### src/rtl/tcmt_regs.svh
`ifndef TCMT_REGS_SVH
`define TCMT_REGS_SVH
// Behaviour
// - match request only while enable bit set
// - count value readable and writable up-counter
// - run bit set: count on divided clock
// - match clears count, raises request, continues
// - compare constant readable, writable, compared
// - count clock chosen from four dividers
// - separate match request output per channel
// - match signalled when count leaves matched value
// - reset into stop state; access after release
// - write colliding with match: clear wins
// - write colliding with increment: write wins
// - each counter is sixteen bits wide
// - run register: b0 channel 0, b1 channel 1
// - select 00/01/10/11 is /8 /32 /128 /512
// - match interrupt enable at control bit b6

// register indices; byte address is four times the index
`define TCMT_IDX_RUN 32'h00088000
`define TCMT_IDX_CTRL0 32'h00088002
`define TCMT_IDX_COUNT0 32'h00088004
`define TCMT_IDX_COMPARE0 32'h00088006
`define TCMT_IDX_CTRL1 32'h00088008
`define TCMT_IDX_COUNT1 32'h0008800a
`define TCMT_IDX_COMPARE1 32'h0008800c
`define TCMT_IDX_STOP 32'h00088010
`define TCMT_IDX_STATUS 32'h00088012
`define TCMT_IDX_MASK 32'h00088014

// field positions
`define TCMT_CKS_MSB 1
`define TCMT_CKS_LSB 0
`define TCMT_IRQ_EN_BIT 6
`define TCMT_STOP_BIT 0

// reset values
`define TCMT_STOP_RESET 1'b1
`define TCMT_COUNT_CLEAR 16'h0000
`define TCMT_COMPARE_RESET 16'hffff

// clock select codes and prescaler masks
`define TCMT_CKS_DIV8 2'h0
`define TCMT_CKS_DIV32 2'h1
`define TCMT_CKS_DIV128 2'h2
`define TCMT_CKS_DIV512 2'h3
`define TCMT_DIV8_MASK 9'h007
`define TCMT_DIV32_MASK 9'h01f
`define TCMT_DIV128_MASK 9'h07f
`define TCMT_DIV512_MASK 9'h1ff

`endif

### src/rtl/tcmt_pkg.sv
package tcmt_pkg;

	// bus data phase states, one-hot
	typedef enum logic [3:0] {
		TCMT_PH_IDLE = 4'b0001,
		TCMT_PH_WRITE = 4'b0010,
		TCMT_PH_RD_WAIT = 4'b0100,
		TCMT_PH_RD_DONE = 4'b1000
	} tcmt_phase_e;

	// address phase captured for the following data phase
	typedef struct packed {
		logic [31:0] addr;
		logic word;
	} tcmt_addr_s;

endpackage

### src/rtl/tcmt_timer.sv
`timescale 1ns/100ps
`include "tcmt_regs.svh"

module tcmt_timer #(
	parameter int CNT_W = 16,
	parameter int PRESC_W = 9
) (
	input wire logic hclk,
	input wire logic hresetn,
	input wire logic hsel,
	input wire logic [31:0] haddr,
	input wire logic [1:0] htrans,
	input wire logic hwrite,
	input wire logic [2:0] hsize,
	input wire logic [31:0] hwdata,
	input wire logic hready,
	output logic [31:0] hrdata,
	output logic hreadyout,
	output logic hresp,
	output logic [1:0] match_irq,
	output logic irq
);

	////////////////////////////////////////////////////////////////////////////
	// state

	tcmt_pkg::tcmt_phase_e phase_reg;
	tcmt_pkg::tcmt_phase_e phase_next;
	tcmt_pkg::tcmt_addr_s addr_reg;
	logic stop_reg;
	logic [1:0] run_reg;
	logic [1:0] cks_reg [2];
	logic [1:0] irq_en_reg;
	logic [CNT_W-1:0] count_reg [2];
	logic [CNT_W-1:0] compare_reg [2];
	logic [PRESC_W-1:0] presc_reg;
	logic [1:0] status_reg;
	logic [1:0] mask_reg;
	logic [1:0] match_irq_reg;
	logic [31:0] rdata_reg;

	logic accept;
	logic wr_ok;
	logic cmt_open;
	logic wr_run;
	logic wr_stop;
	logic wr_status;
	logic wr_mask;
	logic [1:0] wr_ctrl;
	logic [1:0] wr_count;
	logic [1:0] wr_compare;
	logic [1:0] tick;
	logic [1:0] equal;
	logic [1:0] match_evt;
	logic [1:0] inc_evt;

	////////////////////////////////////////////////////////////////////////////
	// functions

	// true when the address equals the byte address of a register index
	function automatic logic hit(input logic [31:0] a, input logic [31:0] idx);
		return a == {idx[29:0], 2'b00};
	endfunction

	// prescaler bits that must all be one for a count clock edge
	function automatic logic [PRESC_W-1:0] div_mask(input logic [1:0] sel);
		logic [PRESC_W-1:0] m;
		m = PRESC_W'(`TCMT_DIV512_MASK);
		case (sel)
			`TCMT_CKS_DIV8: m = PRESC_W'(`TCMT_DIV8_MASK);
			`TCMT_CKS_DIV32: m = PRESC_W'(`TCMT_DIV32_MASK);
			`TCMT_CKS_DIV128: m = PRESC_W'(`TCMT_DIV128_MASK);
			`TCMT_CKS_DIV512: m = PRESC_W'(`TCMT_DIV512_MASK);
			default: m = PRESC_W'(`TCMT_DIV512_MASK);
		endcase
		return m;
	endfunction

	// read view of every register; timer registers read zero while stopped
	function automatic logic [31:0] rd_word(input logic [31:0] a);
		logic [31:0] r;
		r = 32'h0000_0000;
		if (hit(a, `TCMT_IDX_STOP)) begin
			r[`TCMT_STOP_BIT] = stop_reg;
		end else if (!stop_reg) begin
			if (hit(a, `TCMT_IDX_RUN)) begin
				r[1:0] = run_reg;
			end else if (hit(a, `TCMT_IDX_CTRL0)) begin
				r[`TCMT_CKS_MSB:`TCMT_CKS_LSB] = cks_reg[0];
				r[`TCMT_IRQ_EN_BIT] = irq_en_reg[0];
			end else if (hit(a, `TCMT_IDX_CTRL1)) begin
				r[`TCMT_CKS_MSB:`TCMT_CKS_LSB] = cks_reg[1];
				r[`TCMT_IRQ_EN_BIT] = irq_en_reg[1];
			end else if (hit(a, `TCMT_IDX_COUNT0)) begin
				r[CNT_W-1:0] = count_reg[0];
			end else if (hit(a, `TCMT_IDX_COUNT1)) begin
				r[CNT_W-1:0] = count_reg[1];
			end else if (hit(a, `TCMT_IDX_COMPARE0)) begin
				r[CNT_W-1:0] = compare_reg[0];
			end else if (hit(a, `TCMT_IDX_COMPARE1)) begin
				r[CNT_W-1:0] = compare_reg[1];
			end else if (hit(a, `TCMT_IDX_STATUS)) begin
				r[1:0] = status_reg;
			end else if (hit(a, `TCMT_IDX_MASK)) begin
				r[1:0] = mask_reg;
			end
		end
		return r;
	endfunction

	////////////////////////////////////////////////////////////////////////////
	// bus slave

	// a read costs one wait state so a write just before it has landed
	assign accept = hsel && hready && htrans[1];
	assign hreadyout = (phase_reg != tcmt_pkg::TCMT_PH_RD_WAIT);
	assign hresp = 1'b0;
	assign hrdata = rdata_reg;

	always_comb begin
		phase_next = tcmt_pkg::TCMT_PH_IDLE;
		case (phase_reg)
			tcmt_pkg::TCMT_PH_RD_WAIT: phase_next = tcmt_pkg::TCMT_PH_RD_DONE;
			default: begin
				if (accept) begin
					phase_next = hwrite ? tcmt_pkg::TCMT_PH_WRITE : tcmt_pkg::TCMT_PH_RD_WAIT;
				end
			end
		endcase
	end

	// data phase tracking
	always_ff @(posedge hclk or negedge hresetn) begin
		if (!hresetn) begin
			phase_reg <= tcmt_pkg::TCMT_PH_IDLE;
			addr_reg <= '0;
		end else begin
			phase_reg <= phase_next;
			if (accept) begin
				addr_reg.addr <= haddr;
				addr_reg.word <= (hsize == 3'h2);
			end
		end
	end

	// read data is registered in the wait state
	always_ff @(posedge hclk or negedge hresetn) begin
		if (!hresetn) begin
			rdata_reg <= 32'h0000_0000;
		end else if (phase_reg == tcmt_pkg::TCMT_PH_RD_WAIT) begin
			rdata_reg <= rd_word(addr_reg.addr);
		end
	end

	// write strobes; only whole-word writes are honoured
	assign wr_ok = (phase_reg == tcmt_pkg::TCMT_PH_WRITE) && addr_reg.word;
	assign cmt_open = !stop_reg;
	assign wr_stop = wr_ok && hit(addr_reg.addr, `TCMT_IDX_STOP);
	assign wr_run = wr_ok && cmt_open && hit(addr_reg.addr, `TCMT_IDX_RUN);
	assign wr_status = wr_ok && cmt_open && hit(addr_reg.addr, `TCMT_IDX_STATUS);
	assign wr_mask = wr_ok && cmt_open && hit(addr_reg.addr, `TCMT_IDX_MASK);

	always_comb begin
		for (int i = 0; i < 2; i++) begin
			wr_ctrl[i] = wr_ok && cmt_open &&
				hit(addr_reg.addr, (i == 0) ? `TCMT_IDX_CTRL0 : `TCMT_IDX_CTRL1);
			wr_count[i] = wr_ok && cmt_open &&
				hit(addr_reg.addr, (i == 0) ? `TCMT_IDX_COUNT0 : `TCMT_IDX_COUNT1);
			wr_compare[i] = wr_ok && cmt_open &&
				hit(addr_reg.addr, (i == 0) ? `TCMT_IDX_COMPARE0 : `TCMT_IDX_COMPARE1);
		end
	end

	////////////////////////////////////////////////////////////////////////////
	// control registers

	// module stop, set at reset
	always_ff @(posedge hclk or negedge hresetn) begin
		if (!hresetn) begin
			stop_reg <= `TCMT_STOP_RESET;
		end else if (wr_stop) begin
			stop_reg <= hwdata[`TCMT_STOP_BIT];
		end
	end

	// shared run bits
	always_ff @(posedge hclk or negedge hresetn) begin
		if (!hresetn) begin
			run_reg <= 2'h0;
		end else if (wr_run) begin
			run_reg <= hwdata[1:0];
		end
	end

	// per-channel clock select and interrupt enable
	always_ff @(posedge hclk or negedge hresetn) begin
		if (!hresetn) begin
			cks_reg[0] <= `TCMT_CKS_DIV8;
			cks_reg[1] <= `TCMT_CKS_DIV8;
			irq_en_reg <= 2'h0;
		end else begin
			for (int i = 0; i < 2; i++) begin
				if (wr_ctrl[i]) begin
					cks_reg[i] <= hwdata[`TCMT_CKS_MSB:`TCMT_CKS_LSB];
					irq_en_reg[i] <= hwdata[`TCMT_IRQ_EN_BIT];
				end
			end
		end
	end

	// compare constants
	always_ff @(posedge hclk or negedge hresetn) begin
		if (!hresetn) begin
			compare_reg[0] <= CNT_W'(`TCMT_COMPARE_RESET);
			compare_reg[1] <= CNT_W'(`TCMT_COMPARE_RESET);
		end else begin
			for (int i = 0; i < 2; i++) begin
				if (wr_compare[i]) begin
					compare_reg[i] <= hwdata[CNT_W-1:0];
				end
			end
		end
	end

	////////////////////////////////////////////////////////////////////////////
	// prescaler and counters

	// one shared prescaler keeps both channels phase-aligned; frozen when stopped
	always_ff @(posedge hclk or negedge hresetn) begin
		if (!hresetn) begin
			presc_reg <= '0;
		end else if (cmt_open) begin
			presc_reg <= presc_reg + PRESC_W'(1);
		end
	end

	// count clock edges and events per channel
	always_comb begin
		for (int i = 0; i < 2; i++) begin
			tick[i] = cmt_open && ((presc_reg & div_mask(cks_reg[i])) == div_mask(cks_reg[i]));
			equal[i] = (count_reg[i] == compare_reg[i]);
			match_evt[i] = tick[i] && run_reg[i] && equal[i];
			inc_evt[i] = tick[i] && run_reg[i] && !equal[i];
		end
	end

	// match clears first, then a write, then the increment
	always_ff @(posedge hclk or negedge hresetn) begin
		if (!hresetn) begin
			count_reg[0] <= CNT_W'(`TCMT_COUNT_CLEAR);
			count_reg[1] <= CNT_W'(`TCMT_COUNT_CLEAR);
		end else begin
			for (int i = 0; i < 2; i++) begin
				if (match_evt[i]) begin
					count_reg[i] <= CNT_W'(`TCMT_COUNT_CLEAR);
				end else if (wr_count[i]) begin
					count_reg[i] <= hwdata[CNT_W-1:0];
				end else if (inc_evt[i]) begin
					count_reg[i] <= count_reg[i] + CNT_W'(1);
				end
			end
		end
	end

	////////////////////////////////////////////////////////////////////////////
	// interrupts

	// per-channel request pulse, gated by the channel's enable
	always_ff @(posedge hclk or negedge hresetn) begin
		if (!hresetn) begin
			match_irq_reg <= 2'h0;
		end else begin
			match_irq_reg <= match_evt & irq_en_reg;
		end
	end

	// sticky status, write one to clear; a new match beats the clear
	always_ff @(posedge hclk or negedge hresetn) begin
		if (!hresetn) begin
			status_reg <= 2'h0;
		end else begin
			status_reg <= (status_reg & ~(wr_status ? hwdata[1:0] : 2'h0)) | match_evt;
		end
	end

	// interrupt mask
	always_ff @(posedge hclk or negedge hresetn) begin
		if (!hresetn) begin
			mask_reg <= 2'h0;
		end else if (wr_mask) begin
			mask_reg <= hwdata[1:0];
		end
	end

	assign match_irq = match_irq_reg;
	assign irq = |(status_reg & mask_reg);

	////////////////////////////////////////////////////////////////////////////
	// assertions

	irq_gate_a: assert property (@(posedge hclk) disable iff (!hresetn)
		match_irq[0] |-> $past(irq_en_reg[0]) && $past(match_evt[0]))
		else $error("channel 0 request without enable or match");

	irq_cause_a: assert property (@(posedge hclk) disable iff (!hresetn)
		$past(match_evt[1]) && $past(irq_en_reg[1]) |-> match_irq[1] && count_reg[1] == '0)
		else $error("channel 1 match did not raise its request");

	count_step_a: assert property (@(posedge hclk) disable iff (!hresetn)
		inc_evt[0] && !wr_count[0] |=> count_reg[0] == $past(count_reg[0]) + CNT_W'(1))
		else $error("channel 0 count did not advance by one");

	match_clear_a: assert property (@(posedge hclk) disable iff (!hresetn)
		match_evt[1] |=> count_reg[1] == '0 && status_reg[1])
		else $error("channel 1 match did not clear the count");

	match_late_a: assert property (@(posedge hclk) disable iff (!hresetn)
		$rose(equal[0]) && run_reg[0] && !tick[0] |=> !match_irq[0])
		else $error("match signalled on first equality");

	write_lose_a: assert property (@(posedge hclk) disable iff (!hresetn)
		wr_count[0] && match_evt[0] |=> count_reg[0] == '0)
		else $error("write beat a match clear");

	write_win_a: assert property (@(posedge hclk) disable iff (!hresetn)
		wr_count[1] && !match_evt[1] |=> count_reg[1] == $past(hwdata[CNT_W-1:0]))
		else $error("write lost to an increment");

	stop_lock_a: assert property (@(posedge hclk) disable iff (!hresetn)
		stop_reg && phase_reg == tcmt_pkg::TCMT_PH_WRITE |=> $stable(run_reg) && $stable(mask_reg))
		else $error("register changed in module stop");

	run_hold_a: assert property (@(posedge hclk) disable iff (!hresetn)
		!run_reg[0] && !wr_count[0] |=> $stable(count_reg[0]) && !match_irq[0])
		else $error("stopped channel 0 changed its count");

	div_edge_a: assert property (@(posedge hclk) disable iff (!hresetn)
		tick[1] && cks_reg[1] == `TCMT_CKS_DIV32 |-> presc_reg[4:0] == 5'h1f ##1 (!tick[1]) [*8])
		else $error("divide by 32 edge out of place");

	read_wait_a: assert property (@(posedge hclk) disable iff (!hresetn)
		accept && !hwrite |=> !hreadyout ##1 hreadyout)
		else $error("read wait state missing");

endmodule

### config.mk
export PLATFORM = sky130hd
export DESIGN_NAME = tcmt_timer
export DESIGN_NICKNAME = d
export VERILOG_FILES = /design/src/rtl/tcmt_pkg.sv /design/src/rtl/tcmt_timer.sv
export VERILOG_INCLUDE_DIRS = /design/src /design/src/rtl
export SDC_FILE = /design/constraint.sdc
export NUM_CORES = 1
export LEC_CHECK = 0
export CAP_MARGIN = 20
export CORE_ASPECT_RATIO = 2
export CORE_MARGIN = 3
export CORE_UTILIZATION = 30
export CTS_BUF_LIST = sky130_fd_sc_hd__clkbuf_4 sky130_fd_sc_hd__clkbuf_8
export DETAILED_ROUTE_END_ITERATION = 10
export DONT_BUFFER_PORTS = 1
export PLACE_DENSITY = 0.46
export SYNTH_ARGS = -nofsm -noshare
export SYNTH_HDL_FRONTEND = slang
export SYNTH_SLANG_ARGS = --single-unit
### constraint.sdc
create_clock -name hclk -period 2.8 [get_ports hclk]
set_clock_uncertainty 0.05 [all_clocks]
set_input_delay 0.28 -clock hclk [delete_from_list [all_inputs] [get_ports hclk]]
set_output_delay 0.28 -clock hclk [all_outputs]
set_load 0.01 [all_outputs]
=== Word level (Yosys, flattened, before mapping) ===
Index checks and enable logic that the tools add are counted.

* Flip-flop bits (word level): 141
* Bits of input ports: 74
* Output and inout port bits: 37
* Logic and storage cells: 114

* $add $sub $neg: 3
* Eq/ne operators: 24
* Muxes and demuxes: 32
* Bitwise gates (word level): 7
* Reductions and logical operators: 30

{| class="wikitable"
|+ Operators with widths
! kind !! number
|-
| 32-bit by 22-bit == test with 1-bit output (second input constant) || 10
|-
| 16-bit 2-to-1 mux || 10
|-
| 9-bit one-hot mux with 4 select lines || 2
|-
| 16-bit by 1-bit adder with 16-bit output (second input constant) || 2
|-
| 16-bit == test || 2
|-
| 14-bit 2-to-1 mux || 2
|-
| 1-bit logical AND || 22
|-
| 9-bit AND || 2
|-
| 9-bit == test || 2
|-
| 9-bit 2-to-1 mux || 2
|-
| 15-bit 2-to-1 mux || 1
|-
| 2-bit 2-to-1 mux || 7
|-
| 4-bit 2-to-1 mux || 3
|-
| 9-bit by 1-bit adder with 9-bit output (second input constant) || 1
|-
| 2-bit == test (second input constant) || 4
|-
| 2-bit AND || 3
|-
| 3-bit 2-to-1 mux || 2
|-
| 3-bit nonzero test || 2
|-
| 2-bit by 1-bit == test with 1-bit output (second input constant) || 2
|-
| 4-bit by 2-bit == test with 1-bit output (second input constant) || 1
|-
| 4-bit by 3-bit == test with 1-bit output (second input constant) || 1
|-
| 2-bit zero test || 2
|-
| 4-bit by 3-bit inequality test with 1-bit output (second input constant) || 1
|-
| 3-bit by 2-bit == test with 1-bit output (second input constant) || 1
|-
| 5 further kinds || 9
|}

=== Logic depth before layout (Yosys ltp) ===
* Depth after elaboration: 12
* Depth in mapped cells: 9

=== Worst setup path after synthesis ===
OpenSTA, ideal clock, no wires.

* Kind: register to register
* Start point: reg addr_reg[15] (netlist name)
* End point: reg compare_reg[10] (netlist name)
* Setup time: 82 ps
* Arrival time: 1955 ps
* Data required time: 2668 ps
* Slack: 713 ps
* Cell stages (with the launch flop): 7
* Path through: dfrtp_1 -> nor4b_2 -> nand4_4 -> nor4_4 -> nand2_4 -> buf_6 -> mux2_4

* Cells in the longest elaborated chain, start to end: 2

{| class="wikitable"
|+ RTL lines
! what !! RTL line !! RTL
|-
| from (decl) || tcmt_timer.sv:29 || <nowiki>tcmt_pkg::tcmt_addr_s addr_reg;</nowiki>
|-
| 32-bit by 22-bit == test with 1-bit output || tcmt_timer.sv:62 || <nowiki>return a == {idx[29:0], 2'b00};</nowiki>
|-
| 1-bit logical AND || tcmt_timer.sv:169 || <nowiki>wr_compare[i] = wr_ok && cmt_open &&</nowiki>
|-
| to (signal, indexed assignment) || tcmt_timer.sv:219 || <nowiki>compare_reg[i] <= hwdata[CNT_W-1:0];</nowiki>
|-
| to (decl) || tcmt_timer.sv:35 || <nowiki>logic [CNT_W-1:0] compare_reg [2];</nowiki>
|}

Every way passes these cells.
A chain may end at the register's enable or synchronous reset.

=== Final worst setup path ===
* Start point: reg addr_reg[28] (netlist name)
* End point: reg compare_reg[12] (netlist name)

The elaborated chain is that of the path after synthesis.

==> run metrics <==
Post-Syn Area=7670 µm²; Syn-to-layout area delta=17.0%; launching point of the worst reg2reg path=addr_reg[28]$_DFFE_PN0P_; CTS Buf Count=17; Critical Path RT=between 3 and 4 ns; # IOs=111; non-filler cells, final=1145; placed cell areas=8020 µm²; number of max-cap violations=0; EDFF count, synth=0; Synth Instances=~740; vias in the first global route=6207; critical path type=flop to flop; setup slack, reg-to-reg=approximately 0.3 ns; relative slew slack=0.597; final count of hold timing violations=141; GRT Util Overall=0.175; Die Height=roughly 230 µm; Slew Viols, Final=0; #FFs+latches synth=141; sequential element share of the synthesized area=0.465; synth cell count leaders=107 x dfrtp_1, 61 x nand2_1, 59 x o21ai_0, 57 x mux2_2, 41 x xnor2_1; final hold slack=-0.522 ns; Clock Tree Buf Depth=2; Initial Util=0.305; total negative slack=0 ns; Hold Buf Count CTS=53; Synth cell types=between 60 and 70; Port Buf Inserts=0; first-pass GRT wire length=36600 µm; Residual DRC=0; CTS root buf=clkbuf_8; R2R Path End=compare_reg[12]$_DFFE_PN1P_; fin crit period=roughly 2.5 ns; Site Rows=82; wl on met1=a little over 8000 µm; CP arrival=2.85 ns; Syn. warnings=0; Util after Layout=0.357; Die Span X=119 µm; worst hold path class=primary input to async pin; failing checks=hold timing; Syn Area/Cell=~10 µm²; crit path capture type=flop; max frequency=400 MHz; nets=871; worst-path fanout max=16; Largest register FFs=33; P_leak=between 3 and 4 nW; routability cong.=0.875; DR top layer=met4; status=finished, violations left; Pre-Repair DR Iteration Count=4; largest net degree at the start of global routing=142; Iter 0 DRT Violations=353; fraction of registers with async set/reset=1.00; reg2reg path depth=5; layout cells sized above 1=0.221; GR Overflow Total=0; Post-Route WL=23800 µm; crit path launch type=flop; routed wire length per instance=20.8 µm; H-tree levels=4; CTS Sinks=141; initial antenna violation count=1; core area=25100 µm²; Final HPWL DP=about 17000 µm; top-area cell type share of the netlist area=0.349; area leader, netlist=dfrtp_1; worst slew pin tran=0.600 ns; wire length on met2=about 14000 µm; Routed Antenna Nets=0; pwr dens=approximately 570 nW/µm²; endpoints failing setup=0; most frequent cell after synthesis=dfrtp_1; top cells by area in the synthesized netlist=dfrtp_1 35%, dfstp_2 12%, mux2_2 8.4%; CTS tree=yes; RSZ-0062 raised after global routing=false; vias per std cell=5.13; via count=5877; Synth Flop Type=dfrtp_1; placed cell count=between 1k and 1.5k; die area=27600 µm²; crit share post-route=0.892; met3 wire len=809 µm; Reg clk slew, reported paths=0.09 ns; later-pin clock latency in the skew report=0.47 ns; Peak supply drop=roughly 0.36 mV; final instance area=8980 µm²
worst max-delay path: stages (launching register included):
cell	delay, ns
dfrtp_1	0.40
nor4_1	0.32
nand3_1	0.36
nor4_4	0.63
nand2_4	0.30
mux2_4	0.37
worst max path at each step:
stage                                   from                           to  slack (ns)  cells after the start
finish              addr_reg[28]$_DFFE_PN0P_  compare_reg[12]$_DFFE_PN1P_        0.30                      5
global route         addr_reg[3]$_DFFE_PN0P_    count_reg[18]$_DFFE_PN0P_        0.04                      6
CTS                 addr_reg[28]$_DFFE_PN0P_    count_reg[17]$_DFFE_PN0P_        0.17                      7
detailed placement   addr_reg[3]$_DFFE_PN0P_     count_reg[0]$_DFFE_PN0P_        0.02                      6
global placement     addr_reg[3]$_DFFE_PN0P_     count_reg[0]$_DFFE_PN0P_        0.09                      6
floorplan           addr_reg[15]$_DFFE_PN0P_  compare_reg[10]$_DFFE_PN1P_        0.71                      6
cells by family after synthesis:
group,share of synthesized area
flops,0.465
xor+xnor,0.0753
buf+inv,0.0481
fa+ha+maj,0.00620
compound gates,0.111
mux,0.118
simple gates,0.176
other cells,0.000489
cell type report:
| class | instances | area, µm² |
|---|---|---|
| diodes | 2 | 5.00 |
| clock buffers | 19 | 262 |
| clock inverters | 13 | 139 |
| fillers | 2546 | 16200 |
| inverters | 8 | 30.0 |
| multi-input cells | 545 | 3810 |
| flip-flops and latches | 141 | 3570 |
| well taps | 336 | 420 |
| repair buffers | 81 | 741 |
what timing repair did:
| action | CTS | global route |
|---|---|---|
| gates resized for setup | 1 | 2 |
| setup endpoints to repair | 1 | 11 |
| buffers inserted | 0 | 0 |
| hold endpoints to repair | 252 | 141 |
placed cells by master (no fill, tap or decap), types with 22 or more instances in the layout:
cell	instances
nor2_1	32
dlygate4sd3_1	53
buf_4	28
o21ai_0	59
xor2_1	25
mux2_2	57
nand4_1	22
xnor2_1	41
dfstp_2	34
dfrtp_1	107
a21oi_1	30
nand2_1	61
report_power, final:
group	total, mW	leakage, nW	internal [mW]	switching, mW
logic	0.819	1.60	0.427	0.392
registers	2.58	1.71	2.28	0.299
clock network	1.69	0.191	0.840	0.853
stage by stage:
step	setup WS (ns)	power [mW]
2_1_floorplan	0.713	3.12
3_3_place_gp	0.0868	3.32
3_5_place_dp	0.0248	3.35
4_1_cts	0.168	5.15
5_1_grt	0.0419	5.35
6_report	0.301	5.09
routing by layer:
layer / GRT usage / up-vias
met4: 0.0900 / 0
met2: 0.344 / 152
met3: 0.0346 / 48
li1: - / 2734
met5: 0 / -
met1: 0.169 / 2943
No activity file was read; power rests on OpenSTA's default activity.
